## src/pnwk_pkg.sv

```systemverilog
// Shared constants for the channel 2 partial-network wake status block.
// Assumes a single 250 MHz clock and a synchronous, active-low reset.
`default_nettype none

package pnwk_pkg;

    // Register addresses on the 7-bit serial register port
    localparam logic [6:0] PNWK_ADDR_WAKE_STATUS = 7'h68;
    localparam logic [6:0] PNWK_ADDR_ERR_COUNT   = 7'h69;
    localparam logic [6:0] PNWK_ADDR_PERIOD_INT  = 7'h6A;
    localparam logic [6:0] PNWK_ADDR_PERIOD_FRAC = 7'h6B;

    // Field positions in the wake status register
    localparam int PNWK_BIT_SYNC   = 6;
    localparam int PNWK_BIT_QUIET  = 3;
    localparam int PNWK_BIT_ACTIVE = 2;
    localparam int PNWK_BIT_WUP    = 1;
    localparam int PNWK_BIT_WUF    = 0;

    // Frame error counter
    localparam int         PNWK_CNT_W    = 6;
    localparam logic [5:0] PNWK_CNT_ZERO = 6'h00;
    localparam logic [5:0] PNWK_CNT_OVF  = 6'h20;

    // Channel mode value that never arms partial-network wake, and the mode bit that gates the active flag
    localparam logic [2:0] PNWK_MODE_NO_ARM = 3'h4;
    localparam int         PNWK_MODE_TOP    = 2;

    // Averaged bit period, 8 integer bits over 4 fraction bits
    localparam int          PNWK_AVG_W     = 12;
    localparam logic [11:0] PNWK_AVG_RESET = 12'hA00;

    // Reset values of the four status registers
    localparam logic [7:0] PNWK_RST_WAKE_STATUS = 8'h00;
    localparam logic [7:0] PNWK_RST_ERR_COUNT   = 8'h00;
    localparam logic [7:0] PNWK_RST_PERIOD_INT  = 8'hA0;
    localparam logic [7:0] PNWK_RST_PERIOD_FRAC = 8'h00;

    // Activation state, one-hot
    typedef enum logic [2:0] {
        PNWK_ST_IDLE  = 3'b001,
        PNWK_ST_ARMED = 3'b010,
        PNWK_ST_FAULT = 3'b100
    } pnwk_state_t;

endpackage : pnwk_pkg

`default_nettype wire

```

## src/pnwk_err_counter.sv

```systemverilog
// Saturating frame error counter for the partial-network wake channel.
// Assumes event inputs are single-cycle pulses on clk.
`timescale 1ns/100ps
`default_nettype none

module pnwk_err_counter
    import pnwk_pkg::*;
(
    input  wire logic                  clk,
    input  wire logic                  rst_n,
    input  wire logic                  count_up,
    input  wire logic                  count_down,
    output var  logic [PNWK_CNT_W-1:0] bad_frame_count,
    output var  logic                  overflow
);

    logic [PNWK_CNT_W-1:0] cnt_r;
    logic [PNWK_CNT_W-1:0] cnt_nxt;

    ////////////////////////////////////////////////////////////////////////
    // Next count; overflow freezes the value so software can see it
    always_comb begin
        cnt_nxt = cnt_r;
        if (cnt_r == PNWK_CNT_OVF) begin
            cnt_nxt = cnt_r;
        end else if (count_up) begin
            cnt_nxt = cnt_r + 6'h01;
        end else if (count_down && cnt_r != PNWK_CNT_ZERO) begin
            cnt_nxt = cnt_r - 6'h01;
        end
    end

    // Counter register, cleared to zero on reset
    always_ff @(posedge clk) begin
        if (!rst_n) begin
            cnt_r <= PNWK_CNT_ZERO;
        end else begin
            cnt_r <= cnt_nxt;
        end
    end

    assign bad_frame_count = cnt_r;
    assign overflow        = (cnt_r == PNWK_CNT_OVF);
endmodule // pnwk_err_counter

`default_nettype wire

```

## src/pnwk_status_ch2.sv

```systemverilog
// Partial-network wake status and supervision for CAN channel 2.
// Assumes frame decoder events, mode and config inputs come from logic on clk.
// Summary of operation
// Sync flag sets after an error-free frame, clears when wake function inactive.
// Bus-quiet flag reflects silence timeout only during partial-network wake.
// Active flag needs no channel fault, valid config, mode top bit set.
// A channel mode change arms wake, except when the new mode is 100.
// Wake pattern bit sets when a pattern is detected, holds until reset.
// Wake frame bit sets when a conforming wake frame is detected while wake is active.
// Unused status bits read as zero.
// Six-bit frame error count; zero means none, 31 means 31 errors.
// Valid frame decrements a count of 1 to 31; zero stays zero.
// Count 32 disables wake, sets channel fault, enables plain wake.
// Integer part of averaged bit period appears in high recovery register.
// Fraction nibble of averaged bit period appears in low recovery bits 7:4.
// Reset loads A0 into high recovery register, zero into the others.
// Each bad frame while active increments the count, saturating at overflow.
// Status registers are read-only; all state updates on clk.
`timescale 1ns/100ps
`default_nettype none

module pnwk_status_ch2
    import pnwk_pkg::*;
(
    input  wire logic                  clk,
    input  wire logic                  rst_n,
    input  wire logic                  frame_ok,
    input  wire logic                  frame_err,
    input  wire logic                  silence_exceeded,
    input  wire logic                  wake_pattern_det,
    input  wire logic                  wake_frame_det,
    input  wire logic                  avg_valid,
    input  wire logic [PNWK_AVG_W-1:0] averaged_bit_period,
    input  wire logic                  config_valid_flag,
    input  wire logic [2:0]            channel_mode_field,
    input  wire logic                  rd_en,
    input  wire logic                  wr_en,
    input  wire logic [6:0]            rd_addr,
    input  wire logic [7:0]            wr_data,
    output var  logic [7:0]            rd_data,
    output var  logic                  rd_valid,
    output var  logic                  partial_net_active_flag,
    output var  logic                  channel_fault_flag,
    output var  logic                  wake_capable_en
);

    pnwk_state_t           state_r;
    pnwk_state_t           state_nxt;
    logic [2:0]            mode_r;
    logic [2:0]            mode_nxt;
    logic                  active_r;
    logic                  active_nxt;
    logic                  sync_r;
    logic                  sync_nxt;
    logic                  quiet_r;
    logic                  quiet_nxt;
    logic                  wup_r;
    logic                  wup_nxt;
    logic                  wuf_r;
    logic                  wuf_nxt;
    logic [PNWK_AVG_W-1:0] bit_period_average_r;
    logic [PNWK_AVG_W-1:0] bit_period_average_nxt;
    logic [7:0]            rd_data_r;
    logic [7:0]            rd_data_nxt;
    logic                  rd_valid_r;
    logic                  wake_cap_r;
    logic                  fault_nxt;
    logic                  mode_change;
    logic [PNWK_CNT_W-1:0] bad_frame_count;
    logic                  cnt_overflow;
    logic                  wr_ignored;

    // Writes land on read-only registers and are dropped
    assign wr_ignored = wr_en & (|wr_data);

    // Register image decode, shared by the read path and the checks;
    // all state comes in as arguments so a check sees sampled values
    function automatic logic [7:0] reg_image(
        input logic [6:0]            addr,
        input logic                  sync,
        input logic                  quiet,
        input logic                  active,
        input logic                  wup,
        input logic                  wuf,
        input logic [PNWK_CNT_W-1:0] cnt,
        input logic [PNWK_AVG_W-1:0] avg
    );
        logic [7:0] img;
        img = 8'h00;
        unique case (addr)
            PNWK_ADDR_WAKE_STATUS: begin
                img[PNWK_BIT_SYNC]   = sync;
                img[PNWK_BIT_QUIET]  = quiet;
                img[PNWK_BIT_ACTIVE] = active;
                img[PNWK_BIT_WUP]    = wup;
                img[PNWK_BIT_WUF]    = wuf;
            end
            PNWK_ADDR_ERR_COUNT:   img = {2'h0, cnt};
            PNWK_ADDR_PERIOD_INT:  img = avg[11:4];
            PNWK_ADDR_PERIOD_FRAC: img = {avg[3:0], 4'h0};
            default:               img = 8'h00;
        endcase
        return img;
    endfunction

    ////////////////////////////////////////////////////////////////////////
    // Frame error counter; errors only count while wake is active
    pnwk_err_counter u_err_counter (
        .clk             (clk),
        .rst_n           (rst_n),
        .count_up        (frame_err & active_r),
        .count_down      (frame_ok),
        .bad_frame_count (bad_frame_count),
        .overflow        (cnt_overflow)
    );

    ////////////////////////////////////////////////////////////////////////
    // Activation state; fault is sticky until reset so the plain wake path
    // stays armed for the next pattern
    assign mode_change = (channel_mode_field != mode_r);

    always_comb begin
        state_nxt = state_r;
        mode_nxt  = channel_mode_field;
        unique case (state_r)
            PNWK_ST_IDLE: begin
                if (cnt_overflow) begin
                    state_nxt = PNWK_ST_FAULT;
                end else if (mode_change && channel_mode_field != PNWK_MODE_NO_ARM) begin
                    state_nxt = PNWK_ST_ARMED;
                end
            end
            PNWK_ST_ARMED: begin
                if (cnt_overflow) begin
                    state_nxt = PNWK_ST_FAULT;
                end else if (mode_change && channel_mode_field == PNWK_MODE_NO_ARM) begin
                    state_nxt = PNWK_ST_IDLE;
                end
            end
            PNWK_ST_FAULT: begin
                state_nxt = PNWK_ST_FAULT;
            end
            default: begin
                state_nxt = PNWK_ST_IDLE;
            end
        endcase
        fault_nxt  = (state_nxt == PNWK_ST_FAULT);
        active_nxt = (state_nxt == PNWK_ST_ARMED) && !fault_nxt && config_valid_flag
                     && channel_mode_field[PNWK_MODE_TOP];
    end

    always_ff @(posedge clk) begin
        if (!rst_n) begin
            state_r    <= PNWK_ST_IDLE;
            mode_r     <= PNWK_MODE_NO_ARM;
            active_r   <= 1'b0;
            wake_cap_r <= 1'b0;
        end else begin
            state_r    <= state_nxt;
            mode_r     <= mode_nxt;
            active_r   <= active_nxt;
            wake_cap_r <= fault_nxt;
        end
    end

    ////////////////////////////////////////////////////////////////////////
    // Status flags; detections are sticky, sync and quiet follow activity
    always_comb begin
        sync_nxt  = active_r && (sync_r || (frame_ok && !frame_err));
        quiet_nxt = active_r && silence_exceeded;
        wup_nxt   = wup_r || wake_pattern_det;
        wuf_nxt   = wuf_r || (wake_frame_det && active_r);
    end

    always_ff @(posedge clk) begin
        if (!rst_n) begin
            sync_r  <= PNWK_RST_WAKE_STATUS[PNWK_BIT_SYNC];
            quiet_r <= PNWK_RST_WAKE_STATUS[PNWK_BIT_QUIET];
            wup_r   <= PNWK_RST_WAKE_STATUS[PNWK_BIT_WUP];
            wuf_r   <= PNWK_RST_WAKE_STATUS[PNWK_BIT_WUF];
        end else begin
            sync_r  <= sync_nxt;
            quiet_r <= quiet_nxt;
            wup_r   <= wup_nxt;
            wuf_r   <= wuf_nxt;
        end
    end

    ////////////////////////////////////////////////////////////////////////
    // Averaged bit period from the clock recovery filter
    always_comb begin
        bit_period_average_nxt = avg_valid ? averaged_bit_period : bit_period_average_r;
    end

    always_ff @(posedge clk) begin
        if (!rst_n) begin
            bit_period_average_r <= PNWK_AVG_RESET;
        end else begin
            bit_period_average_r <= bit_period_average_nxt;
        end
    end

    ////////////////////////////////////////////////////////////////////////
    // Read port; one cycle latency, unmapped addresses return zero
    always_comb begin
        rd_data_nxt = rd_en ? reg_image(rd_addr, sync_r, quiet_r, active_r, wup_r, wuf_r,
                                        bad_frame_count, bit_period_average_r) : rd_data_r;
    end

    always_ff @(posedge clk) begin
        if (!rst_n) begin
            rd_data_r  <= 8'h00;
            rd_valid_r <= 1'b0;
        end else begin
            rd_data_r  <= rd_data_nxt;
            rd_valid_r <= rd_en;
        end
    end

    assign rd_data                 = rd_data_r;
    assign rd_valid                = rd_valid_r;
    assign partial_net_active_flag = active_r;
    assign channel_fault_flag      = wake_cap_r;
    assign wake_capable_en         = wake_cap_r;
endmodule // pnwk_status_ch2

`default_nettype wire

```

## config.mk

```make
export PLATFORM = sky130hd
export DESIGN_NAME = pnwk_status_ch2
export DESIGN_NICKNAME = d
export VERILOG_FILES = /design/src/pnwk_pkg.sv /design/src/pnwk_err_counter.sv /design/src/pnwk_status_ch2.sv
export SDC_FILE = /design/constraint.sdc
export NUM_CORES = 1
export LEC_CHECK = 0
export BUFFER_PORTS_ARGS = -buffer_cell sky130_fd_sc_hd__buf_2
export CAP_MARGIN = 30
export CORE_ASPECT_RATIO = 2
export CORE_MARGIN = 4
export CORE_UTILIZATION = 52
export CTS_CLUSTER_SIZE = 28
export DETAILED_ROUTE_END_ITERATION = 6
export GPL_ROUTABILITY_DRIVEN = 0
export GPL_TIMING_DRIVEN = 0
export MAX_ROUTING_LAYER = met4
export PLACE_DENSITY = 0.9
export SYNTH_ARGS = -nofsm -noshare
export SYNTH_HDL_FRONTEND = slang
export SYNTH_SLANG_ARGS = --single-unit
```

## constraint.sdc

```tcl
create_clock -name clk -period 2.13 [get_ports clk]
set_input_delay 0.5325 -clock clk [delete_from_list [all_inputs] [get_ports clk]]
set_output_delay 0.5325 -clock clk [all_outputs]
set_load 0.03 [all_outputs]
```

After elaboration in Yosys (flattened, before gate mapping)
Index checks and enable logic that the tools add are counted.
Widths: inputs -> output; s select.
{ "op_classes": {"n_addsub": 2, "mux": 11, "n_reduce_logical": 18, "bitwise": 2, "n_eq_ne": 13} }
{ "op_table": {"columns": ["operator", "count"], "rows": [
  ["$eq 7x7->1 const B", 4],
  ["$mux 3", 4],
  ["$mux 6", 2],
  ["$pmux 4 s3", 1],
  ["$logic_and 1x1->1", 10],
  ["$eq 3x3->1 const B", 3],
  ["$pmux 3 s3", 1],
  ["$add 6x1->6 const B", 1],
  ["$eq 3x2->1 const B", 2],
  ["$eq 6x6->1 const B", 1],
  ["$pmux 2 s3", 1],
  ["$reduce_bool 6->1", 1],
  ["$sub 6x1->6 const B", 1],
  ["$eq 3x1->1 const B", 1],
  ["$logic_or 1x1->1", 3],
  ["$ne 3x3->1", 1],
  ["$ne 3x3->1 const B", 1],
  ["$pmux 1 s3", 1],
  ["$logic_not 1->1", 2],
  ["$pmux 1 s2", 1],
  ["$reduce_and 2->1", 1],
  ["$reduce_bool 2->1", 1],
  ["$and 1x1->1", 1],
  ["$not 1->1", 1]
]} }
{ "word_totals": {"reg_bits": 39, "input_bits": 41, "output_inout_bits": 12, "word_cells": 58} }

Longest topological paths before layout
{ "depth": {"ltp_word": 10, "mapped_depth": 7, "ltp_nobuf": 7} }

Cells and area by module
From an unflattened synthesis, not the netlist that was laid out.
{ "unflattened": {"cells_unflattened": 214, "hier_area_um2": 1955.6} }
{ "modules_own_cells": {"columns": ["module", "instances", "area_each_um2", "cells_per_inst", "seq_area_each_um2"], "rows": [
  ["pnwk_status_ch2", 1, 1496.4, 161, 660.6],
  ["pnwk_err_counter", 1, 459.2, 53, 120.1]
]} }

Worst setup path after synthesis
OpenSTA, ideal clock, no wires.
{ "synth_path": {"path_type": "reg-to-reg", "start": "register active_r, in the netlist partial_net_active_flag", "end": "register u_err_counter.cnt_r[5], in the netlist u_err_counter.bad_frame_count[5]", "t_arrival_ps": 1883, "setup_slack_ps": 176, "stages_incl_launch_ff": 8, "setup_ps": 72, "t_required_ps": 2058, "period_less_slack_ps": 1954, "n_path_buf": 0, "path_cell_list": "dfxtp_1 -> nand2_4 -> ha_1 -> a211oi_1 -> nor2_1 -> mux2i_1 -> and4bb_1 -> mux2i_1"} }
{ "synth_between": {"elab_chain_len": 3, "elab_cells_between_ends": 4, "classes_between": "mux (1); bitwise (1); reduce/logical (2)"} }
{ "synth_rtl": {"columns": ["item", "line", "rtl"], "rows": [
  ["from (decl)", "pnwk_status_ch2.sv:51", "logic active_r;"],
  ["from (signal assigned)", "pnwk_status_ch2.sv:161", "active_r <= active_nxt;"],
  ["$and 1x1->1 *", "pnwk_status_ch2.sv:111", ".count_up (frame_err & active_r),"],
  ["$reduce_bool 2->1 (no line)", null, null],
  ["$reduce_and 2->1 (no line)", null, null],
  ["to (signal assigned)", "pnwk_err_counter.sv:38", "cnt_r <= cnt_nxt;"],
  ["to (decl)", "pnwk_err_counter.sv:17", "logic [PNWK_CNT_W-1:0] cnt_r;"]
]} }
Mark *: on every way between the ends. The rest lies on a longest branch, timed or not.
A chain may end at the register's enable or synchronous reset.

Worst setup path in the final report
Same ends and word-level chain as after synthesis.

==> flow_metrics.tcl <==
set metrics [dict create \
    dp.cells 292 \
    yosys_register_bits 39 \
    clk_latency_ns 0.29 \
    io_buffers 42 \
    slew_headroom_pct 70.7 \
    critPathMaxStageDelay_ns 0.47 \
    crit_top_cell "mux2i_1" \
    synth_ff_type "dfxtp_1" \
    worstPathRequired_ns 2.36 \
    n_antenna_cell 0 \
    powerDensity_mw_per_mm2 1020 \
    first_iter_violations 14 \
    die_h_um 94.0 \
    area_growth_pct 20.2 \
    synth-simple-area-share_pct 23.4 \
    power.switching_mw 0.754 \
    drive_above_1_share_pct 23.1 \
    cts_inserted_buffers 5 \
    cp_max_fo 11 \
    synth_area_leaders "dfxtp_1 (41%), mux2i_1 (11%), nor2b_1 (6.8%), nand2_1 (3.3%), and2_1 (3.3%)" \
    synth_cell_types 49 \
    drt_wl_total_um 4190 \
    ant_nets 0 \
    syn_inst 201 \
    setup_viol 0 \
    num_rows 31 \
    post_cts_resized 0 \
    dp_slack_ns 0.0567 \
    drc_errors 0 \
    hold_buffers 0 \
    synth_area_sq_mm 0.00192 \
    cts_tree "yes" \
    viasPerCell 5.35 \
    p_int_mw 1.61 \
    post_cts_buffers 0 \
    yosys_warnings 0 \
    critical_path_class "reg -> reg" \
    fin_area_sq_mm 0.00231 \
    arrival_ns 2.20 \
    avgSynthCellArea_sq_um 9.56 \
    synth_top_family_by_area "simple AND/OR/NAND/NOR gates" \
    grt_usage_pct 20.3 \
    yosys.area.top_type "dfxtp_1" \
    drt_first_pass_iters 4 \
    htreeDepth 2 \
    drv_slew 0 \
    p_comb_share_pct 33.6 \
    synth_edf_count 0 \
    seq_power_share_pct 39.7 \
    critPathBufInv 0 \
    dp_hpwl_um 3250 \
    power_switching_share_pct 31.9 \
    die_w_um 51.0 \
    crit_path_top_delay_cell "dfxtp_1" \
    start_kind "flip-flop" \
    cts.sinks 39 \
    ys_seq_area_share_pct 40.6 \
    p_clk_share_pct 26.8 \
    vias 1606 \
    timing.final.hold_violations 0 \
    routedWlPerCell_um 14.0 \
    period_needed_ns 1.97 \
    period_share_pct 92.7 \
    antenna_found_initial 0 \
    place_area_sq_mm 0.00219 \
    endpoint_kind "flip-flop" \
    rsz0062_at_grt "false" \
    syn_nets 247 \
    worst_slew_pin_slew_ns 0.439 \
    cts-root-to-sink-buffers 2 \
    cp_cell_sequence "nand2_4, ha_1, a211oi_1, nor2_1, mux2i_1, and4bb_1, mux2i_1" \
    synth_top_area_share_pct 40.6 \
    grt_max_degree 13 \
    grt_pass1_wl_um 7030 \
    status "finished, final reports clean" \
    synthMuxAreaShare_pct 12.7 \
    core_sq_mm 0.00361 \
    setup_slack_ns 0.155 \
    overflow 0 \
    io_pins 53 \
    leakagePower_nw 1.04 \
    synthAdderAreaFrac_pct 3.65 \
    fmax_mhz 506 \
    die_area_sq_mm 0.00479 \
    ir_worst_vdd_mv 0.730 \
    hp-class "in -> reg" \
    skew_ns 0.00783 \
    setup_tns_ns 0 \
    nets 296 \
    path_clk_slew_ns 0.08 \
    maxCapViolCount 0 \
    final-instance-count-excl-fill 300 \
    grt_pass1_vias 1633 \
    clockRootBuffer "clkbuf_8" \
    critical_path.top_delay_family "simple AND/OR/NAND/NOR gates" \
    ys_async_sr_fraction_pct 0 \
    synth-xor-area-share_pct 1.82 \
    floorplan.initialDensity_pct 53.3 \
    synth_compound_area_share_pct 15.0 \
]
==> cell usage after synthesis (3+ instances only) <==
| library cell | n |
|---|---|
| xnor2_1 | 3 |
| nor2b_1 | 21 |
| o22ai_1 | 4 |
| nor2_1 | 6 |
| nand2b_1 | 4 |
| mux2i_1 | 21 |
| nand2_1 | 17 |
| a22o_1 | 4 |
| inv_1 | 4 |
| and2_1 | 10 |
| o21ai_1 | 5 |
| nor3b_1 | 3 |
| mux2_1 | 3 |
| a21oi_1 | 5 |
| o21ai_0 | 3 |
| dfxtp_1 | 39 |
| ha_1 | 4 |
| clkbuf_1 | 5 |
==> worst reg2reg max path: stages, from the launching register on <==
cell      delay (ns)
dfxtp_1         0.47
nand2_4         0.16
ha_1            0.32
a211oi_1        0.24
nor2_1          0.12
mux2i_1         0.13
and4bb_1        0.29
mux2i_1         0.18
==> final cells by class <==
class / instances / area, sq um
flip-flops and latches: 39 / 781
well taps: 49 / 61.3
plain buffers: 8 / 36.3
fillers: 311 / 1300
repair buffers: 42 / 210
inverters: 5 / 18.8
clock buffers: 6 / 82.6
multi-input cells: 149 / 1090
clock inverters: 2 / 35.0
==> logic make-up (layout without fill, tap and decap cells) <==
logic type	after synthesis	count (layout)
muxes	24	24
DFF	39	39
AOI/OAI and AO/OA	40	40
and+or+nand+nor	76	76
xor gates and xnor gates	4	4
adders and majority gates	5	5
buffers and inverters	13	63
==> placed cells by master, fill, tap and decap left out, drive strengths merged, types with 2 or more instances in the layout <==
master,n
inv,5
a32oi,2
nand2,18
a22oi,2
ha,4
nor3b,3
nand2b,4
or3,2
clkbuf,11
mux2,3
and3,2
dfxtp,39
and2,10
a211oi,2
a21o,2
nor4,2
o21ai,8
nor2b,21
mux2i,21
a22o,4
nor2,6
buf,45
o22ai,5
a31oi,2
a21oi,5
xnor2,3
nor3,2
==> per-stage QoR <==
stage	total power, mW	hold WS, ns	util [%]
2_1_floorplan	1.55	0.434	-
3_3_place_gp	1.70	0.445	60.8
3_5_place_dp	1.74	0.455	60.8
4_1_cts	2.37	0.439	64.1
5_1_grt	2.53	0.450	64.1
6_report	2.36	0.445	64.1
==> sequential cells by signal, indices dropped and copies added, names as in the netlist <==
register,cells
bit_period_average_r,12
channel_fault_flag,1
mode_r,3
partial_net_active_flag,1
quiet_r,1
rd_data,8
rd_valid,1
state_r,3
sync_r,1
u_err_counter.bad_frame_count,6
wuf_r,1
wup_r,1
==> power by group through the flow <==
stage | Clock [mW] | Combinational, mW | Sequential, mW
2_1_floorplan | 0 | 0.626 | 0.929
3_3_place_gp | 0 | 0.754 | 0.949
3_5_place_dp | 0 | 0.783 | 0.953
4_1_cts | 0.641 | 0.792 | 0.937
5_1_grt | 0.675 | 0.900 | 0.952
6_report | 0.632 | 0.792 | 0.936
==> routing by layer <==
layer | vias up | track usage (%) | share of wire [%]
li1 | 805 | - | -
met5 | - | - | 0
met3 | 16 | 4.29 | 4.0
met2 | 45 | 35.7 | 54
met4 | 0 | 13.7 | 4.1
met1 | 740 | 18.9 | 38
==> path summary, 6_finish.rpt <==
| check | startpoint | endpoint | slack [ns] | cells past startpoint |
|---|---|---|---|---|
| max | partial_net_active_flag | u_err_counter.bad_frame_count[5] | 0.16 | 7 |
| max reg2reg | partial_net_active_flag | u_err_counter.bad_frame_count[5] | 0.16 | 7 |
| min | wake_pattern_det | wup_r | 0.44 | 2 |
| min reg2reg | bit_period_average_r[11] | bit_period_average_r[11] | 0.47 | 2 |
Power figures use the tool's default switching activity.
